<file path="config.mk">
export PLATFORM = sky130hd
export DESIGN_NAME = vram_host_ctrl
export DESIGN_NICKNAME = d
export VERILOG_FILES = /design/src/shared/vram_ctrl_pkg.sv /design/src/verilog/refresh_tick_gen.sv /design/src/verilog/vram_host_ctrl.sv
export VERILOG_INCLUDE_DIRS = /design/src /design/src/shared
export SDC_FILE = /design/constraint.sdc
export NUM_CORES = 1
export LEC_CHECK = 0
export BUFFER_PORTS_ARGS = -buffer_cell sky130_fd_sc_hd__buf_2
export CORE_AREA = 4 4 128 130
export DETAILED_ROUTE_END_ITERATION = 16
export DIE_AREA = 0 0 132 134
export PLACE_DENSITY = 0.72
export SYNTH_ARGS = -nofsm -noshare
export SYNTH_HDL_FRONTEND = slang
export SYNTH_SLANG_ARGS = --single-unit
export TNS_END_PERCENT = 50
</file>
<file path="constraint.sdc">
create_clock -name ref_clk -period 2.4 [get_ports ref_clk]
set_clock_uncertainty 0.1 [all_clocks]
set_input_delay 0.12 -clock ref_clk [delete_from_list [all_inputs] [get_ports ref_clk]]
set_output_delay 0.12 -clock ref_clk [all_outputs]
set_load 0.03 [all_outputs]
</file>
<file path="src/shared/vram_ctrl_consts.svh">
// Register map, field positions and timing counts of the video DRAM controller
`ifndef VRAM_CTRL_CONSTS_SVH
`define VRAM_CTRL_CONSTS_SVH
`define ADR_CMD 8'h00
`define ADR_STATUS 8'h04
`define ADR_ROW 8'h08
`define ADR_COL 8'h0c
`define ADR_DATA 8'h10
`define ADR_MASK 8'h14
`define ADR_CTRL 8'h18
`define CTRL_REF_EN 0
`define CTRL_REF_CBR 1
`define CTRL_OPT_LO 2
`define CTRL_OPT_HI 3
`define CTRL_SC_EN 4
`define CBR_RESET 2'h0
`define CBR_PLAIN 2'h1
`define CBR_STOP 2'h2
`define CLK_NS 25
`define T_PHASE_NS 50
`define PHASE_CYC 3'((`T_PHASE_NS + `CLK_NS - 1) / `CLK_NS)
`define T_ROWREF_NS 15625
`define ROWREF_CYC 10'(`T_ROWREF_NS / `CLK_NS)
`define REF_SLACK_CYC 11'h040
`define SC_HALF_CYC 3'h2
`endif

</file>
<file path="src/shared/vram_ctrl_pkg.sv">
// Types shared by the video DRAM controller modules
package vram_ctrl_pkg;
  typedef enum logic [3:0] {
    OP_READ, OP_WRITE, OP_MWRITE, OP_BLOCK, OP_LMR, OP_LCR, OP_RT, OP_SRT,
    OP_HIDDEN, OP_REF_ROW, OP_REF_CBR
  } op_t;
  typedef enum logic [2:0] {
    S_IDLE, S_SETUP, S_RAS, S_COL, S_CAS, S_SYNC, S_HIDE, S_PRE
  } state_t;
  typedef struct packed {
    state_t state;
    logic [2:0] ph;
    op_t op;
    logic busy;
    logic full_done;
    logic refused;
    logic ref_act;
    logic pend;
    logic hide_dn;
    logic [8:0] row;
    logic [8:0] col;
    logic [8:0] ref_row;
    logic [15:0] data;
    logic [15:0] mask;
    logic [15:0] rd_data;
    logic [4:0] ctrl;
    logic [2:0] scdiv;
    logic sc;
    logic ras_n;
    logic cas_n;
    logic [8:0] addr;
    logic [15:0] dq_out;
    logic dq_oe;
    logic sfs;
    logic wme_n;
    logic dt_n;
    logic ack;
    logic [31:0] dat_o;
    logic [10:0] since_ref;
  } ctl_t;
  typedef struct packed {
    logic [9:0] cnt;
    logic tick;
  } tmr_t;
endpackage : vram_ctrl_pkg

</file>
<file path="src/verilog/refresh_tick_gen.sv">
// Row refresh interval timer: one pulse per distributed refresh slot
`timescale 1ns/100ps
`include "vram_ctrl_consts.svh"
module refresh_tick_gen
  import vram_ctrl_pkg::*;
(
  input wire logic ref_clk,
  input wire logic rst,
  input wire logic enable,
  output logic tick
);
  tmr_t q;
  tmr_t n;

  // Counter restarts while disabled so the first slot is a full interval
  always_comb begin
    n = q;
    n.tick = 1'b0;
    if (!enable) begin
      n.cnt = 10'h000;
    end else if (q.cnt == `ROWREF_CYC - 10'h001) begin
      n.cnt = 10'h000;
      n.tick = 1'b1;
    end else begin
      n.cnt = q.cnt + 10'h001;
    end
  end

  always_ff @(posedge ref_clk) begin
    if (rst) begin
      q <= '0;
    end else begin
      q <= n;
    end
  end

  assign tick = q.tick;
endmodule : refresh_tick_gen

</file>
<file path="src/verilog/vram_host_ctrl.sv">
// Host controller for a dual-port video DRAM, steered over classic Wishbone
// Behaviour
// - Masked block write: function select and mask enable low at row fall, select high at column fall
// - Per-cycle mask is driven on data pins at the row strobe fall of masked writes and block writes
// - Every row refreshed within 8 ms; one row per timer slot
// - Row-only refresh strobes row address, column strobe held high
// - Hidden refresh keeps column strobe low and cycles the row strobe
// - Real-time transfer ends transfer enable with a rising shift clock while the shift clock is enabled, else when the column strobe phase ends
// - A full transfer must precede any split transfer
`timescale 1ns/100ps
`include "vram_ctrl_consts.svh"
module vram_host_ctrl
  import vram_ctrl_pkg::*;
(
  input wire logic ref_clk,
  input wire logic rst,
  input wire logic [7:0] wb_adr_i,
  input wire logic [31:0] wb_dat_i,
  input wire logic [3:0] wb_sel_i,
  input wire logic write_mask_enable_i,
  input wire logic wb_cyc_i,
  input wire logic wb_stb_i,
  output logic [31:0] wb_dat_o,
  output logic wb_ack_o,
  output logic row_strobe_n,
  output logic lower_byte_column_strobe_n,
  output logic upper_byte_column_strobe_n,
  output logic [8:0] addr,
  output logic [15:0] dq_out,
  output logic dq_oe,
  input wire logic [15:0] dq_in,
  output logic special_function_select,
  output logic write_mask_enable_n,
  output logic transfer_output_enable_n,
  output logic serial_shift_clock,
  input wire logic half_indicator
);
  ctl_t q;
  ctl_t n;
  op_t cur;
  logic tick;
  logic done;
  logic is_write;

  // Refresh slot pulses; at 512 slots per 8 ms every row is covered
  refresh_tick_gen u_tick (
    .ref_clk(ref_clk),
    .rst(rst),
    .enable(q.ctrl[`CTRL_REF_EN]),
    .tick(tick)
  );

  // A pending refresh borrows the sequencer ahead of software commands
  assign cur = q.ref_act ? (q.ctrl[`CTRL_REF_CBR] ? OP_REF_CBR : OP_REF_ROW) : q.op;
  assign done = (q.ph == `PHASE_CYC - 3'h1);
  assign is_write = (cur == OP_WRITE) || (cur == OP_MWRITE) || (cur == OP_BLOCK) ||
                    (cur == OP_LMR) || (cur == OP_LCR);

  // Byte-lane merge for 16-bit registers
  function automatic logic [15:0] merge16(input logic [15:0] old, input logic [31:0] d,
                                          input logic [3:0] sel);
    logic [15:0] r;
    r = old;
    if (sel[0]) r[7:0] = d[7:0];
    if (sel[1]) r[15:8] = d[15:8];
    return r;
  endfunction : merge16

  // Whole next-state: bus slave, shift clock divider, cycle sequencer
  always_comb begin
    logic sc_rise;
    logic [15:0] t16;
    sc_rise = 1'b0;
    t16 = 16'h0000;
    n = q;
    n.ack = wb_cyc_i && wb_stb_i && !q.ack;
    n.dat_o = 32'h0000_0000;
    n.ph = done ? 3'h0 : q.ph + 3'h1;
    // Gap count restarts while refresh is off, so a re-enable never inherits an old gap
    if (!q.ctrl[`CTRL_REF_EN]) n.since_ref = 11'h000;
    else if (q.since_ref != 11'h7ff) n.since_ref = q.since_ref + 11'h001;
    // Shift clock is a divided level; the rising half is what transfers align to
    if (q.ctrl[`CTRL_SC_EN]) begin
      if (q.scdiv == `SC_HALF_CYC - 3'h1) begin
        n.scdiv = 3'h0;
        n.sc = !q.sc;
        sc_rise = !q.sc;
      end else begin
        n.scdiv = q.scdiv + 3'h1;
      end
    end
    // Bus slave: one wait-free acknowledge, unmapped addresses read zero
    if (n.ack) begin
      case (wb_adr_i)
        `ADR_CMD: begin
          n.dat_o = {28'h0000000, q.op};
          if (write_mask_enable_i && wb_sel_i[0]) begin
            // Split transfer before any full transfer is refused
            if (q.busy || (wb_dat_i[3:0] > 4'(OP_HIDDEN)) ||
                ((wb_dat_i[3:0] == 4'(OP_SRT)) && !q.full_done)) begin
              n.refused = 1'b1;
            end else begin
              n.op = op_t'(wb_dat_i[3:0]);
              n.busy = 1'b1;
              n.refused = 1'b0;
            end
          end
        end
        `ADR_STATUS: n.dat_o = {28'h0000000, half_indicator, q.refused, q.full_done, q.busy};
        `ADR_ROW: begin
          n.dat_o = {23'h000000, q.row};
          t16 = merge16({7'h00, q.row}, wb_dat_i, wb_sel_i);
          if (write_mask_enable_i) n.row = t16[8:0];
        end
        `ADR_COL: begin
          n.dat_o = {23'h000000, q.col};
          t16 = merge16({7'h00, q.col}, wb_dat_i, wb_sel_i);
          if (write_mask_enable_i) n.col = t16[8:0];
        end
        `ADR_DATA: begin
          n.dat_o = {16'h0000, q.rd_data};
          if (write_mask_enable_i) n.data = merge16(q.data, wb_dat_i, wb_sel_i);
        end
        `ADR_MASK: begin
          n.dat_o = {16'h0000, q.mask};
          if (write_mask_enable_i) n.mask = merge16(q.mask, wb_dat_i, wb_sel_i);
        end
        `ADR_CTRL: begin
          n.dat_o = {27'h0000000, q.ctrl};
          if (write_mask_enable_i && wb_sel_i[0]) n.ctrl = wb_dat_i[4:0];
        end
        default: n.dat_o = 32'h0000_0000;
      endcase
    end
    // Pin sequencer
    case (q.state)
      S_IDLE: begin
        n.ph = 3'h0;
        if (q.ctrl[`CTRL_REF_EN] && q.pend) begin
          n.pend = 1'b0;
          n.ref_act = 1'b1;
          n.state = S_SETUP;
        end else if (q.busy) begin
          n.state = S_SETUP;
        end
      end
      S_SETUP: begin
        // Pin states that classify the cycle at the row strobe fall
        n.dt_n = !((cur == OP_RT) || (cur == OP_SRT));
        n.sfs = (cur == OP_LMR) || (cur == OP_LCR) || (cur == OP_SRT) ||
                ((cur == OP_REF_CBR) && (q.ctrl[`CTRL_OPT_HI:`CTRL_OPT_LO] != `CBR_RESET));
        n.wme_n = !((cur == OP_MWRITE) || (cur == OP_BLOCK) ||
                    ((cur == OP_REF_CBR) && (q.ctrl[`CTRL_OPT_HI:`CTRL_OPT_LO] == `CBR_STOP)));
        n.cas_n = (cur != OP_REF_CBR);
        n.addr = (cur == OP_REF_ROW) ? q.ref_row : q.row;
        n.dq_out = q.mask;
        n.dq_oe = (cur == OP_MWRITE) || (cur == OP_BLOCK);
        if (done) begin
          n.state = S_RAS;
          n.ras_n = 1'b0;
        end
      end
      S_RAS: begin
        if (done) begin
          if (q.ref_act) begin
            n.since_ref = 11'h000;
            if (cur == OP_REF_ROW) n.ref_row = q.ref_row + 9'h001;
            n.state = S_PRE;
          end else begin
            // Column phase setup; block and colour load need select high
            n.state = S_COL;
            n.addr = q.col;
            n.sfs = (cur == OP_BLOCK) || (cur == OP_LCR);
            n.dq_out = q.data;
            n.dq_oe = is_write;
            if (is_write) n.wme_n = 1'b0;
            if ((cur == OP_READ) || (cur == OP_HIDDEN)) n.dt_n = 1'b0;
          end
        end
      end
      S_COL: begin
        if (done) begin
          n.state = S_CAS;
          n.cas_n = 1'b0;
        end
      end
      S_CAS: begin
        if (done) begin
          n.state = S_PRE;
          if ((cur == OP_READ) || (cur == OP_HIDDEN)) n.rd_data = dq_in;
          if (cur == OP_RT) n.full_done = 1'b1;
          if (cur == OP_HIDDEN) begin
            // Row strobe cycles while the column strobe stays low
            n.state = S_HIDE;
            n.hide_dn = 1'b0;
            n.ras_n = 1'b1;
            n.sfs = 1'b1;
            n.wme_n = 1'b1;
          end else if ((cur == OP_RT) && q.ctrl[`CTRL_SC_EN]) begin
            n.state = S_SYNC;
          end else if ((cur == OP_RT) || (cur == OP_SRT)) begin
            n.dt_n = 1'b1;
          end
        end
      end
      S_SYNC: begin
        n.ph = 3'h0;
        // Transfer enable rises with the shift clock to keep serial data continuous
        if (sc_rise) begin
          n.dt_n = 1'b1;
          n.state = S_PRE;
        end
      end
      S_HIDE: begin
        if (done) begin
          if (q.hide_dn) begin
            n.state = S_PRE;
          end else begin
            n.hide_dn = 1'b1;
            n.ras_n = 1'b0;
          end
        end
      end
      S_PRE: begin
        n.ras_n = 1'b1;
        n.cas_n = 1'b1;
        n.dq_oe = 1'b0;
        n.dt_n = 1'b1;
        n.wme_n = 1'b1;
        n.sfs = 1'b0;
        if (done) begin
          n.state = S_IDLE;
          if (q.ref_act) n.ref_act = 1'b0;
          else n.busy = 1'b0;
        end
      end
      default: n.state = S_IDLE;
    endcase
    // A slot arriving as the pending one is taken is kept
    if (tick) n.pend = 1'b1;
  end

  always_ff @(posedge ref_clk) begin
    if (rst) begin
      q <= '0;
      q.ras_n <= 1'b1;
      q.cas_n <= 1'b1;
      q.wme_n <= 1'b1;
      q.dt_n <= 1'b1;
    end else begin
      q <= n;
    end
  end

  assign wb_dat_o = q.dat_o;
  assign wb_ack_o = q.ack;
  assign row_strobe_n = q.ras_n;
  assign lower_byte_column_strobe_n = q.cas_n;
  assign upper_byte_column_strobe_n = q.cas_n;
  assign addr = q.addr;
  assign dq_out = q.dq_out;
  assign dq_oe = q.dq_oe;
  assign special_function_select = q.sfs;
  assign write_mask_enable_n = q.wme_n;
  assign transfer_output_enable_n = q.dt_n;
  assign serial_shift_clock = q.sc;
endmodule : vram_host_ctrl
</file>
==> key figures, run 1 <==
Run status
  • Status: finished clean

Timing
  • # setup viols final: 0
  • Fin crit period: 2180 ps
  • Max Fclk: 460 MHz
  • Tcrit/Tclk final: 90.6%
  • Worst-Margin Slew: about 660 ps
  • Unrepaired setup endpoints after global routing: no
  • Hold Fails Final Rpt: 0
  • Final Max Slew Viols: 0
  • Setup TNS: 0 ps
  • Worst rel slew slack: 55.3%

Global routing
  • Pin count of the biggest net entering global routing: between 60 and 70
  • Final global-route overflow total: 0
  • Initial antenna violation count: 0
  • GRT Total Usage: 20.8%
  • First-pass GRT wire length: 29.7 mm
  • Number of global-route vias before repair: 5742

Clock network
  • CTS tree: built
  • TritonCTS Buffers: 17
  • Reg clk slew, reported paths: 60 ps
  • H-tree Lvls: 4
  • Root Driver: clkbuf_16
  • Post-cts sizing count: 0
  • Clock latency on the worst-skew pair: 430 ps
  • Setup repair bufs after CTS: 0
  • Clock Tree Buf Depth: 2
  • Hold_buf cts: 38
  • Clock tree sinks: 159

Yosys
  • Syn Area/Cell: 8.93 sq um
  • Synth Cell Area: about 0.0075 sq mm
  • Post-synth EDFFs: 0
  • Post-synthesis sequential area ratio: around 42%
  • Synthesis-stage register bit count: 159
  • Synth warnings: 0
  • Top cells by area, synth: dfxtp_1 42%, mux2i_1 11%, nor2_1 7.5%
  • Cell variety after synth: 63
  • Commonest cells in the synthesized netlist: 159 x dfxtp_1, 151 x nor2_1, 86 x mux2i_1
  • Yosys top cell by area: dfxtp_1
  • Asr flop ratio synth: 0%
  • Top-area cell type share of the netlist area: 42.4%
  • Most common cell in the netlist: dfxtp_1
  • Ys flop type: dfxtp_1
  • Cells after Synth: around 840

Min path
  • Min-delay src: wb_sel_i[0]
  • HP Class: input port to flip-flop
  • Hold path cells: 4

Critical path
  • RR Startpoint: q[161]
  • Crit Path Category: flip-flop to flip-flop
  • Critical path origin: q[161]
  • R2R depth: 5
  • CP max FO: 11
  • CP max stage delay: 560 ps
  • Arrival time at the worst endpoint: 2430 ps
  • CP required: 2650 ps
  • Crit path cell chain: nor2b_1, and3_1, nand4_1, or3_1, a21oi_1
  • Startpoint Class: flip-flop
  • Critical Path Stages: 5
  • Crit end category: flip-flop
  • Buffers & Inverters on Critical Path: 0
  • Slowest stage cell on the critical path: dfxtp_1
  • CP top delay family: simple AND/OR/NAND/NOR gates

Placed design
  • Gpl congestion: 0.928
  • Detailed Place HPWL: 13.0 mm
  • Placed cell area: between 0.007 and 0.008 sq mm
  • I/O Buffers: 97

Floorplan
  • I/O pin cnt: 132
  • Die Span Y: 134 microns
  • FP Rows: 45
  • Initial core utilization: ~50%
  • Core area: between 0.015 and 0.02 sq mm
  • Die area: 0.0177 sq mm
  • Chip width: 132 microns

Route
  • Vias per Instance: 5.50
  • Per-cell routed wire length: 16.3 microns
  • Total wire length: 18.5 mm
  • Vias: just over 6000
  • Drt pass-1 iters: 5
  • 1st-iter DRT viols: 454
  • Routed Antenna Nets: 0
  • DRC violations left: 0

Cells and area
  • Layout net count: 1004
  • Finished Core Util: just under 60%
  • Layout cells sized above 1: 19.8%
  • Area grow syn2layout: 18.5%
  • Diodes inserted: 0
  • Finished Cell Area: slightly below 0.009 sq mm

Pwr
  • Leak Pwr: 3.56 nW
  • Pwr Total: 7.10 mW
  • Worst-case vdd ir drop: 600 uV
  • Power Density: around 800 mW/mm^2

Run
  • Max-cap violation count: 0
==> worst min-delay path: stages <==
cell and delay [ps]:
buf_2 110, nand2_1 80, or3_4 150, a211oi_1 70
==> metrics by stage <==
| step | hold WS [ps] | setup slack, ps | instances |
|---|---|---|---|
| after floorplan | 150 | 267 | 856 |
| after global placement | 251 | 291 | 1064 |
| after detailed placement | 258 | 245 | 1064 |
| after CTS | 45.5 | 223 | 1134 |
| after global routing | 54.1 | 75.5 | 1134 |
| final | 57.4 | 224 | 1134 |
==> cell type report <==
type | count | area, sq um
fill | 1329 | 6240
multi-input combinational | 570 | 3650
sequential | 159 | 3180
timing repair buffer | 174 | 1200
clock buffer | 18 | 439
tap | 188 | 235
clock inverter | 14 | 159
inverter | 11 | 41.3
==> layer usage <==
| layer | track usage, % | share of wire [%] |
|---|---|---|
| met5 | 0 | 0 |
| met4 | 7.35 | 2.1 |
| met2 | 32.4 | 47 |
| met3 | 5.21 | 6.2 |
| met1 | 28.0 | 45 |
==> state kept, by name (all words and copies together) (netlist names), 9 cells and up <==
| name | flops |
|---|---|
| q | 99 |
| wb_dat_o | 16 |
| u_tick.q | 10 |
| dq_out | 16 |
| addr | 9 |
==> logic make-up after synthesis <==
kind of cell,Yosys count,share of synthesized area [%]
AND/OR/NAND/NOR,312,19.6
flip-flops,159,42.4
AO/OA/AOI/OAI,127,12.8
buffers and inverters,127,9.86
multiplexers,93,12.5
XOR/XNOR,17,1.98
adder cells (fa/ha/maj),5,0.833
other,1,0.0499
==> worst paths after layout <==
kind | to | slack, ps
setup / recovery | q[139] | 220
hold / removal | q[162] | 60
setup reg to reg | q[139] | 220
hold reg to reg | q[160] | 340
==> layout by cell type (no fill, tap or decap), drive strengths merged, types with 4 or more instances in the layout <==
cell / instances
mux2: 7
o31a: 4
and3: 4
a211o: 10
or3: 9
a221oi: 5
nand2: 69
nor2: 151
a222oi: 5
o221a: 4
xor2: 9
nor3: 11
clkbuf: 18
a31oi: 5
nor4: 6
dfxtp: 159
nor2b: 15
clkinv: 8
o21ai: 10
conb: 16
a311oi: 17
nor3b: 7
a21oi: 21
inv: 14
nand3: 18
a22oi: 16
dlygate4sd3: 38
buf: 136
ha: 5
a22o: 6
xnor2: 8
mux2i: 86
nand4: 7
==> power breakdown <==
| part | leakage [nW] | switching, mW | internal (mW) | total, mW |
|---|---|---|---|---|
| Combinational | 1.99 | 0.958 | 0.526 | 1.48 |
| Clock | 0.293 | 1.14 | 1.58 | 2.72 |
| Sequential | 1.28 | 0.112 | 2.78 | 2.90 |
No activity file was read; power rests on OpenSTA's default activity.
==> run 2: changes to the inputs <==
Clock period 2.4 ns to 2.7 ns, I/O delays scaled along.
==> run 2 against run 1 <==
  * Via count is 0.67% lower
  * Sequential power is 11% lower
  * Combinational power is 14% lower
  * Design area is 1.7% lower
  * Highest routed layer unchanged
  * Sequential share of layout area is 0.62 points higher
==> key figures, run 2 (same netlist as run 1, synthesis figures left out) <==
Clock network
  • Clock Tree Buf Depth: 2 (unchanged)
  • Setup repair bufs after CTS: 0 (unchanged)
  • CTS tree: built (unchanged)
  • Root Driver: clkbuf_16 (unchanged)
  • Post-cts sizing count: 0 (unchanged)
  • Clock tree sinks: 159 (unchanged)
  • TritonCTS Buffers: 17 (unchanged)
  • Reg clk slew, reported paths: 60 ps (about the same)
  • H-tree Lvls: 4 (unchanged)
  • Clock latency on the worst-skew pair: 420 ps (was 430 ps)

Timing
  • # setup viols final: 0 (unchanged)
  • Final Max Slew Viols: 0 (unchanged)
  • Worst rel slew slack: 48.9% (was 55.3%)
  • Hold Fails Final Rpt: 0 (unchanged)
  • Tcrit/Tclk final: between 80% and 90%
  • Unrepaired setup endpoints after global routing: no (unchanged)
  • Setup TNS: 0 ps (unchanged)
  • Setup ws final: 378 ps (was 224 ps)
  • Max Fclk: about 430 MHz
  • Fin crit period: 2320 ps
  • Worst-Margin Slew: 761 ps (was 664 ps)

Cells and area
  • Most frequent cells in the layout: 159 x dfxtp_1, 150 x nor2_1, 96 x buf_2 (unchanged)
  • Layout net count: 991 (was 1004)
  • Max FFs per register: 99 (unchanged)
  • Diodes inserted: 0 (unchanged)
  • Commonest non-fill, non-tap cell in the layout: dfxtp_1 (unchanged)
  • Area grow syn2layout: 16.5% (was 18.5%)
  • Layout cells sized above 1: 18.4% (was 19.8%)
  • Largest Register: q (unchanged)

Route
  • Vias: 6195 (was 6237)
  • Total wire length: 18.7 mm (was 18.5 mm)
  • Routed Antenna Nets: 0 (unchanged)
  • 1st-iter DRT viols: 521 (was 454)
  • DRC violations left: 0 (unchanged)
  • Per-cell routed wire length: 16.7 microns (was 16.3 microns)
  • Vias per Instance: 5.53 (was 5.50)
  • Drt pass-1 iters: 9 (was 5)

Global routing
  • Number of global-route vias before repair: 5688 (was 5742)
  • Initial antenna violation count: 0 (unchanged)
  • GRT Total Usage: 20.9% (was 20.8%)
  • Pin count of the biggest net entering global routing: 109 (was 64)
  • Final global-route overflow total: 0 (unchanged)
  • First-pass GRT wire length: 30.0 mm (was 29.7 mm)

Pwr
  • Net Sw Frac: 31.2% (about the same)
  • Psw: 1.92 mW (was 2.21 mW)
  • Clock network fraction of total power: 37.3% (was 38.3%)
  • Seq pwr share: 42.0% (was 40.8%)
  • Int Pwr: 4.22 mW (was 4.89 mW)
  • Leak Pwr: 3.46 nW (was 3.56 nW)
  • Worst-case vdd ir drop: 497 uV (was 600 uV)
  • Power Density: 702 mW/mm^2 (was 798 mW/mm^2)
  • Comb power frac: 20.7% (was 20.9%)

Run status
  • Status: finished clean (unchanged)

Critical path
  • R2r endpoint: q[167] (was q[139])
  • R2R depth: 5 (unchanged)
  • CP required: 2890 ps (was 2650 ps)
  • RR Startpoint: wb_ack_o (was q[161])
  • Crit end category: flip-flop (unchanged)
  • Crit Path Category: input port to flip-flop (was flip-flop to flip-flop)
  • R2r setup slk: 460 ps (was 220 ps)
  • CP max FO: 9 (was 11)
  • Startpoint Class: input port (was flip-flop)
  • Arrival time at the worst endpoint: 2520 ps (was 2430 ps)

Min path
  • Hold path endpoint: wb_dat_o[1] (was q[162])
  • Hold path cells: 4 (unchanged)
  • Min-delay src: wb_adr_i[3] (was wb_sel_i[0])
  • HP Class: input port to flip-flop (unchanged)

Floorplan
  • Die Span Y: 134 microns (unchanged)
  • FP Rows: 45 (unchanged)
  • Chip width: 132 microns (unchanged)
  • Die area: 0.0177 sq mm (unchanged)
  • Initial core utilization: 49.6% (unchanged)
  • Core area: 0.0151 sq mm (unchanged)
  • I/O pin cnt: 132 (unchanged)

Placed design
  • Setup WS pre-CTS: 462 ps (was 245 ps)
  • I/O Buffers: 97 (unchanged)
  • Gpl congestion: 0.930 (was 0.928)
  • Detailed Place HPWL: 12.8 mm (was 13.0 mm)

Run
  • Max-cap violation count: 0 (unchanged)
-- run 2: cell types whose count changed in the layout (fill, tap and decap cells not counted), sizes merged --
cell and change:
bufinv -1, clkbuf +3, clkinv -4, clkinvlp +4, buf -13, inv -2
-- run 2: area by class of cell --
cell class / count / area [sq um]
multi-input cells: 570 / 3650
clock inverters: 11 / 108
inverters: 11 / 41.3
repair buffers: 161 / 1080
clock buffers: 21 / 460
well taps: 188 / 235
flip-flops and latches: 159 / 3180
fillers: 1371 / 6390
-- run 2: metal layers --
metal	share of wire, %	global-route usage (%)
met1	47	28.7
met2	46	32.8
met3	5.3	4.35
met4	2.5	7.47
met5	0	0
-- run 2: critical path, cell delays in order --
cell           delay (ps)
dlygate4sd3_1         540
buf_2                 150
or3_1                 530
nor3_4                400
nor2b_1               260
buf_4                 230
mux2i_1               220
nor2_1                 60
-- run 2: worst max-delay path by stage --
stage,startpoint,end,slack [ps],depth (start not counted)
final,wb_adr_i[1],q[114],380,8
after global routing,wb_adr_i[1],q[109],270,8
after CTS,wb_adr_i[1],q[114],410,8
after detailed placement,wb_ack_o,q[167],460,5
after global placement,wb_ack_o,q[166],480,5
after floorplan,wb_ack_o,q[166],570,5
-- run 2: repair_timing --
action | 4_1_cts | 5_1_grt
hold buffers | 38 | 0
hold endpoints to repair | 78 | 0
setup endpoints to repair | 0 | 0
-- run 2: metrics by stage --
| stage | std cells | instance area (sq um) | hold WS (ps) | util, % | power (mW) |
|---|---|---|---|---|---|
| 4_1_cts | 1121 | 8750 | 128 | 57.8 | 6.17 |
| 2_1_floorplan | 856 | 7570 | 165 | - | 3.64 |
| 3_3_place_gp | 1051 | 7800 | 268 | 51.5 | 3.84 |
| 6_report | 1121 | 8750 | 147 | 57.8 | 6.14 |
| 3_5_place_dp | 1051 | 7800 | 275 | 51.5 | 3.85 |
| 5_1_grt | 1121 | 8750 | 170 | 57.8 | 6.42 |
-- run 2: power by group through the flow --
| stage | combinational (mW) | clock, mW | sequential (mW) |
|---|---|---|---|
| 6_report | 1.27 | 2.29 | 2.58 |
| 2_1_floorplan | 1.03 | 0 | 2.62 |
| 4_1_cts | 1.27 | 2.33 | 2.58 |
| 3_5_place_dp | 1.22 | 0 | 2.63 |
| 5_1_grt | 1.39 | 2.43 | 2.60 |
| 3_3_place_gp | 1.22 | 0 | 2.63 |
==> run 3: changes to the inputs <==
Settings changed: REMOVE_ABC_BUFFERS set to 1.
Clock period 2.7 ns to 2.95 ns, I/O delays scaled along.
==> run 3 against run 2 <==
  * Die area stayed put
  * Non-clock buffer count is 9 lower
  * Via count is 0.19% lower
  * First-iteration DRC count is 29% lower
  * Sequential power is 8.1% lower
  * Hold slack worse by 130 ps
  * Sequential share of layout area is 0.21 points higher
  * Worst setup slack better by 35 ps
  * Combinational power is 10% lower
  * Utilization is 0.33 points lower
  * Largest cell class unchanged
==> key figures, run 3 (same netlist as run 1, synthesis figures left out) <==
Run status
  • Status: finished clean (unchanged)

Route
  • Drt pass-1 iters: 7 (was 9)
  • Vias per Instance: 5.56 (was 5.53)
  • Total wire length: 18.9 mm (was 18.7 mm)
  • Vias: 6183 (was 6195)
  • DRC violations left: 0 (unchanged)
  • Routed Antenna Nets: 0 (unchanged)
  • 1st-iter DRT viols: 372 (was 521)
  • Per-cell routed wire length: 17.0 microns (was 16.7 microns)

Timing
  • Worst rel slew slack: 47.2% (was 48.9%)
  • Tcrit/Tclk final: 86.0%
  • Worst-Margin Slew: 792 ps (was 761 ps)
  • # setup viols final: 0 (unchanged)
  • Fin Hold WS: 18.0 ps (was 147 ps)
  • Setup TNS: 0 ps (unchanged)
  • Final Max Slew Viols: 0 (unchanged)
  • Fin crit period: 2540 ps
  • Max Fclk: 394 MHz
  • Unrepaired setup endpoints after global routing: no (unchanged)
  • Hold Fails Final Rpt: 0 (unchanged)

Floorplan
  • Chip width: 132 microns (unchanged)
  • FP Rows: 45 (unchanged)
  • Initial core utilization: 49.6% (unchanged)
  • I/O pin cnt: 132 (unchanged)
  • Die area: 0.0177 sq mm (unchanged)
  • Core area: 0.0151 sq mm (unchanged)
  • Die Span Y: 134 microns (unchanged)

Cells and area
  • Layout cells sized above 1: 18.3% (was 18.4%)
  • Most frequent cells in the layout: 159 x dfxtp_1, 150 x nor2_1, 96 x buf_2 (unchanged)
  • Layout net count: 982 (was 991)
  • Area grow syn2layout: 15.8% (was 16.5%)
  • Largest Register: q (unchanged)
  • Commonest non-fill, non-tap cell in the layout: dfxtp_1 (unchanged)
  • Max FFs per register: 99 (unchanged)
  • Diodes inserted: 0 (unchanged)

Critical path
  • CP max FO: 8 (was 9)
  • Crit path cell chain: dlygate4sd3_1, buf_2, or3b_1, nor4b_4, and2b_1, mux2i_1, nor2_1 (was dlygate4sd3_1, buf_2, or3_1, nor3_4, nor2b_1, buf_4, mux2i_1, nor2_1)
  • Crit Path Category: input port to flip-flop (unchanged)
  • Startpoint Class: input port (unchanged)
  • Arrival time at the worst endpoint: 2740 ps (was 2520 ps)
  • CP required: 3150 ps (was 2890 ps)
  • Crit end category: flip-flop (unchanged)
  • CP max stage delay: 560 ps (was 540 ps)
  • Buffers & Inverters on Critical Path: 2 (was 3)
  • Slowest stage cell on the critical path: dlygate4sd3_1 (unchanged)
  • CP top delay family: simple AND/OR/NAND/NOR gates (unchanged)

Placed design
  • Detailed Place HPWL: 12.8 mm (about the same)
  • Gpl congestion: 0.938 (was 0.930)
  • I/O Buffers: 97 (unchanged)

Pwr
  • Seq pwr share: 41.2% (was 42.0%)
  • Net Sw Frac: 31.5% (was 31.2%)
  • Leak Pwr: 3.45 nW (was 3.46 nW)
  • Clock network fraction of total power: 39.0% (was 37.3%)
  • Worst-case vdd ir drop: 417 uV (was 497 uV)
  • Int Pwr: 3.94 mW (was 4.22 mW)
  • Comb power frac: 19.8% (was 20.7%)
  • Pwr Total: 5.75 mW (was 6.14 mW)
  • Power Density: 661 mW/mm^2 (was 702 mW/mm^2)
  • Psw: 1.81 mW (was 1.92 mW)

Global routing
  • Number of global-route vias before repair: 5910 (was 5688)
  • First-pass GRT wire length: 30.4 mm (was 30.0 mm)
  • Final global-route overflow total: 0 (unchanged)
  • GRT Total Usage: 21.1% (was 20.9%)
  • Pin count of the biggest net entering global routing: 75 (was 109)
  • Initial antenna violation count: 1 (was 0)

Clock network
  • Reg clk slew, reported paths: 70 ps (was 60 ps)
  • CTS tree: built (unchanged)
  • Setup repair bufs after CTS: 0 (unchanged)
  • Post-cts sizing count: 0 (unchanged)
  • Root Driver: clkbuf_16 (unchanged)
  • Hold_buf cts: 34 (was 38)
  • TritonCTS Buffers: 17 (unchanged)
  • H-tree Lvls: 4 (unchanged)
  • Clock latency on the worst-skew pair: 430 ps (was 420 ps)
  • Clock tree sinks: 159 (unchanged)
  • Clock Tree Buf Depth: 2 (unchanged)

Min path
  • HP Class: input port to flip-flop (unchanged)

Run
  • Max-cap violation count: 0 (unchanged)
==> run 3: worst min-delay path, cell delays in order <==
cell     delay (ps)
buf_2           110
nor3b_1          70
nand2_1          60
a21oi_1          80
==> run 3: layer usage <==
layer  global-route usage [%]  up-vias  wire length, microns
met5                        0        -                     9
met4                     8.52        2                   432
met3                     4.24       30                   939
met2                     33.7      183                  8830
met1                     28.3     2958                  8660
li1                         -     3010                     -
==> run 3: cell type report <==
class                      instances  area (sq um)
clock buffer                      18           439
clock inverter                    14           169
fill                            1378          6440
inverter                          11          41.3
multi-input combinational        570          3650
sequential                       159          3180
tap                              188           235
timing repair buffer             152           986
==> run 3: metrics by stage <==
step,cell area (sq um),utilization [%],cells,setup slack [ps]
CTS,8700,57.5,1112,504
global placement,7750,51.2,1046,611
global route,8700,57.5,1112,178
floorplan,6870,-,740,263
finish,8700,57.5,1112,413
detailed placement,7750,51.2,1046,537
==> run 3: final timing paths <==
kind	start	endpoint	slack, ps	cells past startpoint
worst max-delay path	wb_adr_i[1]	q[146]	410	7
worst min-delay path	wb_adr_i[0]	wb_dat_o[0]	20	4
worst max register to register	q[169]	q[173]	480	6
worst min register to register	u_tick.tick	q[160]	340	1
==> run 3: power groups by stage <==
stage	registers (mW)	logic, mW	clock network (mW)
final	2.37	1.14	2.24
after global routing	2.39	1.24	2.38
after floorplan	2.61	0.510	0
after detailed placement	2.41	1.10	0
after global placement	2.41	1.09	0
after CTS	2.37	1.14	2.28
